### config.mk
export PLATFORM = sky130hd
export DESIGN_NAME = cpu_sideband_control
export DESIGN_NICKNAME = d
export VERILOG_FILES = /design/src/sync2.v /design/src/cpu_sideband_control.v
export VERILOG_INCLUDE_DIRS = /design/src
export SDC_FILE = /design/constraint.sdc
export NUM_CORES = 1
export LEC_CHECK = 0
export BUFFER_PORTS_ARGS = -buffer_cell sky130_fd_sc_hd__buf_4
export CORE_ASPECT_RATIO = 1.2
export CORE_MARGIN = 5
export CORE_UTILIZATION = 50
export DETAILED_ROUTE_END_ITERATION = 8
export GPL_TIMING_DRIVEN = 0
export PLACE_DENSITY = 0.86
export REMOVE_ABC_BUFFERS = 1
export SYNTH_ARGS = -nofsm -noshare
export SYNTH_HDL_FRONTEND = slang
export SYNTH_SLANG_ARGS = --single-unit
### constraint.sdc
create_clock -name pclk -period 2 [get_ports pclk]
set_input_delay 0.2 -clock pclk [delete_from_list [all_inputs] [get_ports pclk]]
set_output_delay 0.2 -clock pclk [all_outputs]
set_load 0.01 [all_outputs]
### src/sideband_consts.vh
// Constants for the processor sideband control block
`ifndef SIDEBAND_CONSTS_VH
`define SIDEBAND_CONSTS_VH
// Register byte offsets
`define REG_CTRL 12'h000
`define REG_STATUS 12'h004
`define REG_MASK 12'h008
`define REG_CODES 12'h00c
`define REG_PURGE 12'h010
`define REG_FAULT 12'h014
`define REG_BOOT 12'h018
// Control register fields
`define CTRL_NE_BIT 0
`define CTRL_FP_UNMASK_BIT 1
`define CTRL_FP_RAISE_BIT 2
`define CTRL_FP_CLEAR_BIT 3
`define CTRL_INTERNAL_FAULT_OUT_RAISE_BIT 4
`define CTRL_SNOOP_STALL_BIT 5
// Status and mask fields
`define ST_PURGE_DONE 0
`define ST_FAULT 1
`define ST_FP_EXC 2
`define ST_RESTART 3
`define ST_WIDTH 4
// Purge register fields
`define PURGE_BUSY_BIT 0
`define PURGE_BLOCK_BIT 1
`define PURGE_STRAP_BIT 2
// Reset values
`define CTRL_RESET 32'h00000002
`define CODES_RESET 32'h0000001f
// Purge walk
`define PURGE_LINES 16
`define PURGE_IDX_W 4
// Purge state codes
`define PS_IDLE 2'h0
`define PS_WALK 2'h1
`define PS_ACK 2'h2
`define PS_HOLD 2'h3
`endif

### src/sync2.v
// Two-stage synchroniser for a group of asynchronous levels
`timescale 1ns/1ps
module sync2 #(
	parameter W = 3
)(
	input wire clk,
	input wire rst_n,
	input wire [W-1:0] d,
	output wire [W-1:0] q
);
	reg [W-1:0] meta_r;
	reg [W-1:0] sync_r;
	genvar i;
	// One pair of flops per bit; first stage feeds only the second
	generate
		for (i = 0; i < W; i = i + 1)
		begin : g_bit
			always @(posedge clk or negedge rst_n)
			begin
				if (!rst_n)
				begin
					meta_r[i] <= 1'b0;
					sync_r[i] <= 1'b0;
				end
				else
				begin
					meta_r[i] <= d[i];
					sync_r[i] <= meta_r[i];
				end
			end
		end
	endgenerate
	assign q = sync_r;
endmodule

### src/cpu_sideband_control.v
// Processor sideband control: straps, float error, purge, faults, restart
`timescale 1ns/1ps
`include "sideband_consts.vh"
// Function
// - Strap enable low tristates voltage and speed code outputs.
// - Float error output asserts on any unmasked floating-point error.
// - Purge request writes back modified lines then invalidates all lines.
// - After purge completes, issue a flush acknowledge transaction.
// - No new cache allocation while purge request stays asserted.
// - Purge request level sampled at reset release as configuration.
// - Snoop match with modified match together requests or extends stall.
// - Internal error asserts fault output with a shutdown transaction.
// - Fault output stays set until reset, reinitialise or soft restart.
// - Mask asserted: ignore numeric errors, keep executing float ops.
// - Mask deasserted: pending float error raises exception on next noncontrol op.
// - Mask has no effect while native numeric error bit set.
// - Soft restart resets integer state, keeps caches and float registers.
// - After soft restart resume at configured reset vector.
// - Snoops keep being serviced during soft restart.
// - Soft restart active at reset release requests built-in self-test.
module cpu_sideband_control #(
	parameter LINES = `PURGE_LINES,
	parameter [31:0] RESET_VECTOR = 32'hfffffff0
)(
	input wire pclk,
	input wire presetn,
	input wire psel,
	input wire penable,
	input wire pwrite,
	input wire [11:0] paddr,
	input wire [31:0] pwdata,
	output reg [31:0] prdata,
	output wire pready,
	output wire pslverr,
	output wire irq,
	input wire strap_output_enable,
	output wire [4:0] core_voltage_code_o,
	output wire [4:0] core_voltage_code_oe,
	output wire [1:0] bus_speed_code_o,
	output wire [1:0] bus_speed_code_oe,
	output reg float_error_out_n,
	input wire purge_request_n,
	input wire numeric_fault_mask_n,
	input wire soft_restart_n,
	input wire bus_reinitialise_n,
	input wire internal_error,
	input wire float_op_valid,
	input wire float_op_control,
	output reg float_exception,
	output reg cache_alloc_enable,
	output reg flush_ack_req,
	input wire flush_ack_done,
	output reg shutdown_req,
	output reg internal_fault_out_n,
	input wire snoop_match_in_n,
	input wire snoop_modified_match_in_n,
	output reg snoop_stall,
	input wire snoop_req,
	output reg snoop_ack,
	output reg integer_reset,
	output reg [31:0] restart_vector,
	output reg self_test_req
);
	reg [31:0] ctrl_r;
	reg [31:0] codes_r;
	reg [`ST_WIDTH-1:0] status_r;
	reg [`ST_WIDTH-1:0] mask_r;
	reg [1:0] pstate_r;
	reg [`PURGE_IDX_W-1:0] idx_r;
	reg [LINES-1:0] line_valid_r;
	reg [LINES-1:0] line_dirty_r;
	reg fp_pending_r;
	reg strap_purge_r;
	reg strap_bist_r;
	reg boot_seen_r;
	reg restart_d_r;
	reg fault_r;
	reg [`ST_WIDTH-1:0] set_ev;
	reg purge_done_ev;
	wire restart_ev;
	wire fp_exc_ev;
	wire [2:0] sync_q;
	wire purge_act;
	wire mask_act;
	wire restart_act;
	wire wr_en;
	wire rd_en;
	wire fp_unmasked;
	wire ne_bit;
	wire stall_req;
	integer k;

	// Purge, mask and restart pins are retimed before use, except that the strap capture samples purge and restart raw
	sync2 #(
		.W(3)
	) u_sync (
		.clk(pclk),
		.rst_n(presetn),
		.d({~soft_restart_n, ~numeric_fault_mask_n, ~purge_request_n}),
		.q(sync_q)
	);
	assign purge_act = sync_q[0];
	assign mask_act = sync_q[1];
	assign restart_act = sync_q[2];

	// APB: zero wait state, never errors
	assign pready = 1'b1;
	assign pslverr = 1'b0;
	assign wr_en = psel & penable & pwrite;
	assign rd_en = psel & penable & ~pwrite;

	// Strap pins tristate while the enable is low
	assign core_voltage_code_o = codes_r[4:0];
	assign bus_speed_code_o = codes_r[9:8];
	assign core_voltage_code_oe = {5{strap_output_enable}};
	assign bus_speed_code_oe = {2{strap_output_enable}};

	assign ne_bit = ctrl_r[`CTRL_NE_BIT];
	assign fp_unmasked = ctrl_r[`CTRL_FP_UNMASK_BIT];
	assign stall_req = ~snoop_match_in_n & ~snoop_modified_match_in_n;
	assign irq = |(status_r & mask_r);

	// Register writes
	always @(posedge pclk or negedge presetn)
	begin
		if (!presetn)
		begin
			ctrl_r <= `CTRL_RESET;
			codes_r <= `CODES_RESET;
			mask_r <= {`ST_WIDTH{1'b0}};
		end
		else if (wr_en)
		begin
			case (paddr)
				`REG_CTRL: ctrl_r <= pwdata;
				`REG_MASK: mask_r <= pwdata[`ST_WIDTH-1:0];
				`REG_CODES: codes_r <= pwdata;
				default: ctrl_r <= ctrl_r;
			endcase
		end
	end

	// Read data latched in the setup phase; unmapped reads return zero
	always @(posedge pclk or negedge presetn)
	begin
		if (!presetn)
			prdata <= 32'h00000000;
		else if (psel && !penable)
			case (paddr)
				`REG_CTRL: prdata <= ctrl_r;
				`REG_STATUS: prdata <= {28'h0000000, status_r};
				`REG_MASK: prdata <= {28'h0000000, mask_r};
				`REG_CODES: prdata <= codes_r;
				`REG_PURGE: prdata <= {29'h00000000, strap_purge_r, purge_act,
					pstate_r != `PS_IDLE};
				`REG_FAULT: prdata <= {30'h00000000, fp_pending_r, fault_r};
				`REG_BOOT: prdata <= {31'h00000000, strap_bist_r};
				default: prdata <= 32'h00000000;
			endcase
	end

	// Sticky status; a new event wins over the read clear
	always @*
	begin
		set_ev = {`ST_WIDTH{1'b0}};
		set_ev[`ST_PURGE_DONE] = purge_done_ev;
		set_ev[`ST_FAULT] = shutdown_req;
		set_ev[`ST_FP_EXC] = fp_exc_ev;
		set_ev[`ST_RESTART] = restart_ev;
	end

	always @(posedge pclk or negedge presetn)
	begin
		if (!presetn)
			status_r <= {`ST_WIDTH{1'b0}};
		else if (rd_en && paddr == `REG_STATUS)
			status_r <= (status_r & ~prdata[`ST_WIDTH-1:0]) | set_ev; // Only reported bits clear
		else
			status_r <= status_r | set_ev;
	end

	// Straps caught on the first edge after reset release
	always @(posedge pclk or negedge presetn)
	begin
		if (!presetn)
		begin
			boot_seen_r <= 1'b0;
			strap_purge_r <= 1'b0;
			strap_bist_r <= 1'b0;
			self_test_req <= 1'b0;
		end
		else if (!boot_seen_r)
		begin
			boot_seen_r <= 1'b1;
			strap_purge_r <= ~purge_request_n;
			strap_bist_r <= ~soft_restart_n;
			self_test_req <= ~soft_restart_n;
		end
		else
			self_test_req <= 1'b0;
	end

	// Soft restart: integer reset follows the level, vector loaded on the edge, caches untouched
	assign restart_ev = restart_act & ~restart_d_r;

	always @(posedge pclk or negedge presetn)
	begin
		if (!presetn)
		begin
			restart_d_r <= 1'b0;
			integer_reset <= 1'b0;
			restart_vector <= 32'h00000000;
		end
		else
		begin
			restart_d_r <= restart_act;
			integer_reset <= restart_act;
			if (restart_ev)
				restart_vector <= RESET_VECTOR;
		end
	end

	// Snoops answered regardless of restart; stall on joint match
	always @(posedge pclk or negedge presetn)
	begin
		if (!presetn)
		begin
			snoop_ack <= 1'b0;
			snoop_stall <= 1'b0;
		end
		else
		begin
			snoop_ack <= snoop_req;
			snoop_stall <= stall_req | ctrl_r[`CTRL_SNOOP_STALL_BIT];
		end
	end

	// Internal fault: held until reset, reinitialise or restart
	always @(posedge pclk or negedge presetn)
	begin
		if (!presetn)
		begin
			fault_r <= 1'b0;
			internal_fault_out_n <= 1'b1;
			shutdown_req <= 1'b0;
		end
		else
		begin
			shutdown_req <= 1'b0;
			if (!bus_reinitialise_n || restart_act)
			begin
				fault_r <= 1'b0;
				internal_fault_out_n <= 1'b1;
			end
			else if ((internal_error || (wr_en && paddr == `REG_CTRL &&
				pwdata[`CTRL_INTERNAL_FAULT_OUT_RAISE_BIT])) && !fault_r)
			begin
				fault_r <= 1'b1;
				internal_fault_out_n <= 1'b0;
				shutdown_req <= 1'b1;
			end
		end
	end

	// Float error tracking and exception on noncontrol ops
	assign fp_exc_ev = float_op_valid & ~float_op_control & fp_pending_r &
		(ne_bit | ~mask_act);

	always @(posedge pclk or negedge presetn)
	begin
		if (!presetn)
		begin
			fp_pending_r <= 1'b0;
			float_error_out_n <= 1'b1;
			float_exception <= 1'b0;
		end
		else
		begin
			float_exception <= fp_exc_ev;
			// Mask ignores the error only when native reporting is off
			if (wr_en && paddr == `REG_CTRL && pwdata[`CTRL_FP_CLEAR_BIT])
				fp_pending_r <= 1'b0;
			else if (wr_en && paddr == `REG_CTRL && pwdata[`CTRL_FP_RAISE_BIT])
				fp_pending_r <= 1'b1;
			else if (fp_exc_ev)
				fp_pending_r <= 1'b0;
			float_error_out_n <= ~(fp_pending_r & fp_unmasked);
		end
	end

	// Purge walk: write back dirty lines, invalidate, then acknowledge
	always @(posedge pclk or negedge presetn)
	begin
		if (!presetn)
		begin
			pstate_r <= `PS_IDLE;
			idx_r <= {`PURGE_IDX_W{1'b0}};
			line_valid_r <= {LINES{1'b0}};
			line_dirty_r <= {LINES{1'b0}};
			flush_ack_req <= 1'b0;
			purge_done_ev <= 1'b0;
			cache_alloc_enable <= 1'b0;
		end
		else
		begin
			purge_done_ev <= 1'b0;
			cache_alloc_enable <= ~purge_act;
			case (pstate_r)
				`PS_IDLE:
				begin
					// Model allocation fills while allowed
					if (!purge_act && float_op_valid)
					begin
						for (k = 0; k < LINES; k = k + 1)
						begin
							if (idx_r == k[`PURGE_IDX_W-1:0])
							begin
								line_valid_r[k] <= 1'b1;
								line_dirty_r[k] <= 1'b1;
							end
						end
						idx_r <= idx_r + 1'b1;
					end
					if (purge_act)
					begin
						idx_r <= {`PURGE_IDX_W{1'b0}};
						pstate_r <= `PS_WALK;
					end
				end
				`PS_WALK:
				begin
					// One line per cycle: cleaned and invalidated on the same edge
					for (k = 0; k < LINES; k = k + 1)
					begin
						if (idx_r == k[`PURGE_IDX_W-1:0])
						begin
							line_dirty_r[k] <= 1'b0;
							line_valid_r[k] <= 1'b0;
						end
					end
					idx_r <= idx_r + 1'b1;
					if (idx_r == LINES - 1)
					begin
						pstate_r <= `PS_ACK;
						flush_ack_req <= 1'b1;
					end
				end
				`PS_ACK:
				begin
					if (flush_ack_done)
					begin
						flush_ack_req <= 1'b0;
						purge_done_ev <= 1'b1;
						pstate_r <= `PS_HOLD;
					end
				end
				`PS_HOLD:
				begin
					// Wait for request release; one purge per assertion
					if (!purge_act)
						pstate_r <= `PS_IDLE;
				end
				default: pstate_r <= `PS_IDLE;
			endcase
		end
	end
endmodule

After elaboration in Yosys (flattened, before gate mapping)
Index checks and enable logic that the tools add are counted.
Word-level totals
  register bits after elaboration: 133
  input bits: 61
  output and inout bits: 91
  logic and storage cells: 126
Operators by class
  add/sub/neg operators: 1
  eq/ne operators: 15
  multiplexer cells: 25
  bitwise gates (word level): 27
  reductions and logical operators: 28
Operators by type and width (number)
  $pmux 32 s7: 1
  $eq 12x5->1 const B: 3
  $eq 12x4->1 const B: 2
  $mux 1: 14
  $eq 12x3->1 const B: 1
  $logic_not 12->1: 1
  $mux 4: 3
  $not 1->1: 11
  $and 1x1->1: 9
  $and 4x4->4: 2
  $logic_and 1x1->1: 8
  $mux 2: 4
  $or 4x4->4: 2
  $pmux 2 s4: 1
  $pmux 4 s2: 1
  $reduce_and 2->1: 4
  $reduce_bool 2->1: 4
  $ne 2x2->1 const B: 3
  $add 4x1->4 const B: 1
  $eq 2x2->1 const B: 2
  $eq 4x4->1 const B: 1
  $logic_not 1->1: 4
  $not 4->4: 1
  $reduce_and 4->1: 1
  10 further kinds: 12

Depth between registers and ports, before layout
Gate-level depths: netlist of run 1.
  depth in word-level cells: 8
  mapped depth: 7
  mapped depth without buffers: 6

Cells and area by module
From an unflattened synthesis of run 1, not the netlist that was laid out.
Unflattened totals
  cells, all modules: 501
  area, all modules: 6257.3 sq um
By module, submodules not included
  cpu_sideband_control: times used 1, cells each 495, area an instance 6107.1 sq um, seq. area each 3188.1 sq um
  sync2: times used 1, cells each 6, area an instance 150.1 sq um, seq. area each 150.1 sq um

Worst setup path after synthesis of run 1
No wires, ideal clock.
  kind: input -> register
  start: in paddr[9]
  end: reg ctrl_r[0]
  library setup time: 0.128 ns
  data arrival time: 1.831 ns
  required time: 1.872 ns
  path slack: 0.042 ns
  cell stages on the path: 6
  buffers on the path: 2
  path through: or4_4 > nor4_4 > and2_1 > buf_4 > buf_4 > mux2_1
Between the ends
  longest elaborated chain between the ends: 2
RTL lines
  start, declared: RTL line cpu_sideband_control.v:30  | input wire [11:0] paddr,
  $logic_not 12->1: RTL line cpu_sideband_control.v:134  | case (paddr)
  $reduce_and 2->1 (no line)
  end signal, assigned: RTL line cpu_sideband_control.v:128  | ctrl_r <= `CTRL_RESET;
  end signal, assigned: RTL line cpu_sideband_control.v:135  | `REG_CTRL: ctrl_r <= pwdata;
  end signal, assigned: RTL line cpu_sideband_control.v:138  | default: ctrl_r <= ctrl_r;
  end, declared: RTL line cpu_sideband_control.v:64  | reg [31:0] ctrl_r;
Every way passes these cells.
A chain may end at the register's enable or synchronous reset.

Final worst setup path of run 1
  start: in paddr[5]
  end: reg codes_r[16]
Between the ends
  longest elaborated chain between the ends: 2
RTL lines
  $eq 12x4->1: RTL line cpu_sideband_control.v:134
  $reduce_and 2->1 (no line)
  end signal, assigned: RTL line cpu_sideband_control.v:129  | codes_r <= `CODES_RESET;
  end signal, assigned: RTL line cpu_sideband_control.v:137  | `REG_CODES: codes_r <= pwdata;
  end, declared: RTL line cpu_sideband_control.v:65  | reg [31:0] codes_r;
Every way passes these cells.

==> results of run 1 <==
-- cells in the mapped netlist (all sizes together), types with 2 or more instances --
library cell / count
nor2: 8
dfrtp: 125
and4: 2
buf: 61
nor3: 8
a211o: 2
and2: 3
clkbuf: 13
conb: 2
inv: 16
nor4: 3
a21o: 3
a211oi: 2
nand2b: 5
a21oi: 5
nor2b: 2
mux2: 72
nand4: 2
a22oi: 36
mux2i: 6
nand3: 8
a31oi: 5
or3: 3
a32oi: 2
dfstp: 8
o21ai: 35
ha: 5
or4: 3
nand2: 42
-- final cells by class --
| type | instances | area, um2 | area share |
|---|---|---|---|
| timing repair buffer | 151 | 1194 | 0.1590 |
| inverter | 16 | 60.06 | 0.008000 |
| tap | 157 | 196.4 | 0.02617 |
| clock inverter | 10 | 83.83 | 0.01117 |
| clock buffer | 20 | 456.7 | 0.06083 |
| sequential | 133 | 3338 | 0.4447 |
| multi-input combinational | 285 | 2178 | 0.2902 |
-- routing by layer --
metal  part of all wire  wire length (um)  vias to the layer above  global-route usage
met1               0.38              5464                     2162              0.2457
met3              0.068               972                       33             0.05443
met4              0.024               344                        0             0.07777
met2               0.52              7414                      160              0.3496
met5                  0                 0                        -                   0
li1                   -                 -                     1930                   -
-- through the flow --
| stage | cell area, um2 | total power, mW | utilization | setup slack, ns |
|---|---|---|---|---|
| CTS | 7485 | 6.489 | 0.6411 | 0.03110 |
| global placement | 6745 | 3.537 | 0.5778 | -3.560 |
| floorplan | 5520 | 3.283 | - | -1.607 |
| finish | 7507 | 6.451 | 0.6430 | 0.07872 |
| global route | 7507 | 6.713 | 0.6430 | 0.01449 |
| detailed placement | 6839 | 3.601 | 0.5858 | -1.221 |
-- worst max-delay path, delay by kind of cell --
family                 cells  cell delay, ns
and+or+nand+nor            3            1.27
muxes                      1            0.39
buffers and inverters      2            0.32
-- registers in the layout, indices dropped and copies added (netlist names), 2 cells and up --
| name | flops |
|---|---|
| codes_r | 32 |
| prdata | 32 |
| u_sync.q | 3 |
| idx_r | 4 |
| mask_r | 4 |
| status_r | 4 |
| u_sync.meta_r | 3 |
| ctrl_r | 32 |
| pstate_r | 2 |
-- power by group --
part / switching [mW] / internal [mW]
combinational: 0.415 / 0.329
sequential: 0.0860 / 2.78
clock: 1.09 / 1.75
total: 1.59 / 4.86
-- final timing paths --
path	startpoint	to	slack (ns)
max in group asynchronous	presetn	prdata[20]	0.93
max reg2reg	pstate_r[1]	prdata[0]	0.11
min	pwdata[9]	ctrl_r[9]	0.02
min in group asynchronous	presetn	idx_r[3]	0.34
max	paddr[5]	codes_r[16]	0.08
min reg2reg	u_sync.meta_r[2]	u_sync.q[2]	0.36
-- cells by family (layout without fill, tap and decap cells) --
kind of cell | Yosys count | in the layout
adders and majority gates | 5 | 5
other | 2 | 7
DFF | 133 | 133
buffers and inverters | 90 | 197
muxes | 79 | 79
AOI/OAI and AO/OA | 97 | 97
xor gates and xnor gates | 1 | 1
and+or+nand+nor | 95 | 96
-- what timing repair did --
| item | CTS | global route |
|---|---|---|
| setup endpoints to repair | 97 | 55 |
| pin swaps | 2 | 0 |
| gates cloned | 0 | 1 |
| endpoints found under the hold margin | 60 | 0 |
| buffers inserted | 2 | 0 |
| resized for setup | 5 | 4 |
| hold buffers | 7 | 0 |
==> results.sh, run 1 <==
export IMPL_area_delta_synth_final_pct=25.37
export IMPL_synthArstFlopShare=1.000
export IMPL_syn_area_per_cell_um2=11.93
export IMPL_worstPathRequired_ns=2.27
export IMPL_die_x_um=109.9
export IMPL_cpPeakStageDelay_ns=0.49
export IMPL_path_clk_slew_ns=0.06
export IMPL_startpoint_type="primary input"
export IMPL_slowest_stage="or3_1"
export IMPL_drt_iter0_drc=235
export IMPL_clk_insertion_delay_late_ns=0.40
export IMPL_synth_top_cell_area_share=0.5224
export IMPL_yosys_area_top_type="dfrtp_1"
export IMPL_fin_skew_ns=0.006930
export IMPL_synthFlopType="dfrtp_1"
export IMPL_post_route_period_util=0.9606
export IMPL_coreArea_um2=11670
export IMPL_drt_total_wl_mm=14.20
export IMPL_fp_row_count=43
export IMPL_clockBufferDepth=2
export IMPL_period_needed_ns=1.921
export IMPL_root_buffer="clkbuf_16"
export IMPL_final_common_cell="buf_4"
export IMPL_tritoncts="yes"
export IMPL_hold_path_class="primary input to flip-flop"
export IMPL_path_cells="buf_4, or3_1, nor4_4, buf_6, and2_4, mux2_1"
export IMPL_grt_pass1_vias=4469
export IMPL_clock_sinks=133
export IMPL_portBuffers=137
export IMPL_synth_edf_count=0
export IMPL_crit_arrival_ns=2.20
export IMPL_fin_cells=772
export IMPL_worstMarginPinSlew_ns=0.8495
export IMPL_synthCells=502
export IMPL_ys_top_cells_by_area="dfrtp_1, mux2_1, buf_4, a22oi_1, mux2_2"
export IMPL_fillers=881
export IMPL_synth_seq_cells=133
export IMPL_die_h_um=129.9
export IMPL_drive_gt1_frac=0.3593
export IMPL_rsz0062_at_grt="no"
export IMPL_htree_levels=4
export IMPL_grt_usage=0.2044
export IMPL_grt_max_degree=72
export IMPL_synthMuxAreaShare=0.1492
export IMPL_initial_utilization=0.5129
export IMPL_hold_viol=0
export IMPL_synth_seq_area_share=0.5575
export IMPL_synth_adder_area_share=0.01045
export IMPL_cts_buffers=17
export IMPL_nNetsFinal=670
export IMPL_antenna_cells=0
export IMPL_maxCapViolations=0
export IMPL_synth_compound_area_share=0.1068
export IMPL_antenna_left=0
export IMPL_dpl_cell_count=732
export IMPL_ys_types=50
export IMPL_syn_area_um2=5988
export IMPL_layout_common_cells="buf_4, dfrtp_1, mux2_1, nand2_1, a22oi_1"
export IMPL_routed_via_count=4285
export IMPL_dieArea_um2=14270
export IMPL_wl_per_cell_um=18.39
export IMPL_clock_fmax_ghz=0.5205
export IMPL_setup_viol=0
export IMPL_hold_slack_ns=0.01767
export IMPL_synth_simple_area_share=0.08211
export IMPL_grt_pass1_wl_mm=22.55
export IMPL_via_per_inst=5.551
export IMPL_slew_headroom=0.4337
export IMPL_ir_worst_vdd_mv=0.5301
export IMPL_grt_overflow=0
export IMPL_synth_top_family_by_area="multiplexers"
export IMPL_yosys_warnings=0
export IMPL_hpwlAfterDp_mm=9.622
export IMPL_p_leak_nw=3.663
export IMPL_ff2ff_path_depth=5
export IMPL_power_density_nw_per_um2=859.4
export IMPL_ioPinCount=152
export IMPL_end_kind="flip-flop"
export IMPL_status="complete, no violations"
export IMPL_crit_type="primary input to flip-flop"
export IMPL_fin_setup_tns_ns=0
export IMPL_slew_viol_final=0
export IMPL_drc=0
export IMPL_cp_max_fo=32
export IMPL_antenna_found_initial=0
export IMPL_synth_xor_area_frac=0.001463
export IMPL_gp_congestion=0.8730
export IMPL_hold_depth=2
export IMPL_first_pass_iters=4
No activity file was read; power rests on OpenSTA's default activity.
==> inputs of run 2 (changes only) <==
--- a/config.mk
+++ b/config.mk
@@ -12,7 +12,7 @@
 export CORE_UTILIZATION = 50
 export DETAILED_ROUTE_END_ITERATION = 8
 export GPL_TIMING_DRIVEN = 0
-export PLACE_DENSITY = 0.86
+export PLACE_DENSITY = 0.76
 export REMOVE_ABC_BUFFERS = 1
 export SYNTH_ARGS = -nofsm -noshare
 export SYNTH_HDL_FRONTEND = slang
==> run 2 against run 1 <==
Effect of this change:
- clock power is 8.1% higher
- via count rose by 0.54%
- sequential power about the same
- total power grew 3.3%
- global-route usage is 0.17 points higher
- worst setup slack better by 0.020 ns
- utilization up 1.1 points
- maximum frequency grew 1.1%
- non-clock buffer count up 8
- first-iteration DRC count is 7.7% lower
- die area did not move
- highest routed layer unchanged
==> results.sh, run 2 (synthesis gave the netlist of run 1 again) <==
export IMPL_area_delta_synth_final_pct=27.60
export IMPL_coreArea_um2=11670
export IMPL_dp_worst_setup_slack_ns=-1.103
export IMPL_grt_pass1_vias=4428
export IMPL_total_power_mw=6.662
export IMPL_cts_buffers=17
export IMPL_die_h_um=129.9
export IMPL_fin_skew_ns=0.01026
export IMPL_p_leak_nw=3.714
export IMPL_grt_busiest_layer="met2"
export IMPL_hpwlAfterDp_mm=9.201
export IMPL_rsz0062_at_grt="no"
export IMPL_grt_util_met1=0.2503
export IMPL_drt_iter0_drc=217
export IMPL_clock_fmax_ghz=0.5260
export IMPL_reg_top3="codes_r x32, ctrl_r x32, prdata x32"
export IMPL_grt_usage=0.2061
export IMPL_fp_row_count=43
export IMPL_drc=0
export IMPL_end_kind="flip-flop"
export IMPL_drt_total_wl_mm=14.34
export IMPL_grt_max_degree=71
export IMPL_hold_path_class="primary input to flip-flop"
export IMPL_place_area_um2=6839
export IMPL_path_clk_slew_ns=0.06
export IMPL_routed_via_count=4308
export IMPL_setup_ws_ns=0.09877
export IMPL_worstPathRequired_ns=2.29
export IMPL_period_needed_ns=1.901
export IMPL_power_density_nw_per_um2=871.8
export IMPL_first_pass_iters=4
export IMPL_nNetsFinal=679
export IMPL_portBuffers=137
export IMPL_cp_max_fo=5
export IMPL_drive_gt1_frac=0.3616
export IMPL_dieArea_um2=14270
export IMPL_root_buffer="clkbuf_16"
export IMPL_use_met2=0.3432
export IMPL_htree_levels=4
export IMPL_gp_congestion=0.7894
export IMPL_antenna_left=0
export IMPL_slew_viol_final=0
export IMPL_layout_common_cells="buf_4, dfrtp_1, mux2_1, nand2_1, a22oi_1"
export IMPL_grt_overflow=0
export IMPL_initial_utilization=0.5129
export IMPL_die_x_um=109.9
export IMPL_post_route_period_util=0.9506
export IMPL_wl_per_cell_um=18.33
export IMPL_status="complete, no violations"
export IMPL_worstMarginPinSlew_ns=0.8534
export IMPL_final_area_um2=7641
export IMPL_setup_viol=0
export IMPL_grt_use_met3=0.06828
export IMPL_via_per_inst=5.509
export IMPL_tritoncts="yes"
export IMPL_clk_insertion_delay_late_ns=0.41
export IMPL_clockBufferDepth=2
export IMPL_ioPinCount=152
export IMPL_startpoint_type="primary input"
export IMPL_final_common_cell="buf_4"
export IMPL_postLayoutCoreUtil=0.6545
export IMPL_grt_pass1_wl_mm=22.51
export IMPL_slew_headroom=0.4310
export IMPL_crit_type="primary input to flip-flop"
export IMPL_maxCapViolations=0
export IMPL_clock_sinks=133
export IMPL_ir_worst_vdd_mv=0.7613
export IMPL_antenna_cells=0
export IMPL_antenna_found_initial=0
export IMPL_crit_arrival_ns=2.19
export IMPL_hold_viol=0
run 2: cell count changes in the layout (fill, tap and decap cells not counted), sizes merged:
| cell | delta |
|---|---|
| dlygate4sd3 | +6 |
| buf | +2 |
| clkbuf | -2 |
| inv | +2 |
| and2 | +1 |
| bufinv | +1 |
| clkinv | -1 |
| clkinvlp | +1 |
run 2: critical path, stage by stage:
cell	delay [ns]
buf_4	0.11
nor3_1	0.60
nand3_1	0.27
nor3_1	0.59
mux2_2	0.41
run 2: path summary, 6_finish.rpt:
| kind | endpoint | slack (ns) | start | depth (start not counted) |
|---|---|---|---|---|
| worst max register to register | prdata[0] | 0.14 | pstate_r[0] | 5 |
| min in group asynchronous | ctrl_r[9] | 0.33 | presetn | 2 |
| worst max-delay path | mask_r[1] | 0.1 | paddr[5] | 5 |
| max in group asynchronous | codes_r[1] | 0.86 | presetn | 3 |
| worst min register to register | u_sync.q[0] | 0.35 | u_sync.meta_r[0] | 0 |
| worst min-delay path | ctrl_r[26] | 0.01 | pwdata[26] | 2 |
run 2: cell type report:
| type | count | area (um2) |
|---|---|---|
| Tap cell | 157 | 196.4 |
| Fill cell | 879 | 4034 |
| Inverter | 16 | 60.06 |
| Multi-Input combinational cell | 286 | 2186 |
| Clock inverter | 13 | 152.6 |
| Clock buffer | 18 | 439.2 |
| Timing Repair Buffer | 159 | 1269 |
| Sequential cell | 133 | 3338 |
run 2: report_power, final:
part	total [mW]	switching, mW	leakage (nW)	internal, mW
combinational	0.731	0.398	1.67	0.333
sequential	2.86	0.0796	1.76	2.78
clock	3.07	1.19	0.279	1.88
total	6.66	1.67	3.71	4.99
run 2: repair_timing:
item	4_1_cts	5_1_grt
endpoints found under the setup margin	96	40
setup buffers	4	0
resized for setup	6	4
hold buffers	13	0
gates cloned	1	1
pin swaps	3	0
endpoints found under the hold margin	70	0
run 2: layer usage:
layer | vias to the layer above | part of all wire
met5 | - | 0
met4 | 0 | 0.015
met3 | 19 | 0.086
met2 | 170 | 0.50
met1 | 2164 | 0.39
li1 | 1955 | -
run 2: through the flow:
stage               setup TNS, ns  cells  hold WS, ns
global route                    0    782    0.0001936
CTS                     -0.004798    781   0.00005865
detailed placement         -99.80    732       0.2345
floorplan                 -108.48    433     -0.09559
finish                          0    782      0.01479
global placement          -266.57    727       0.3092
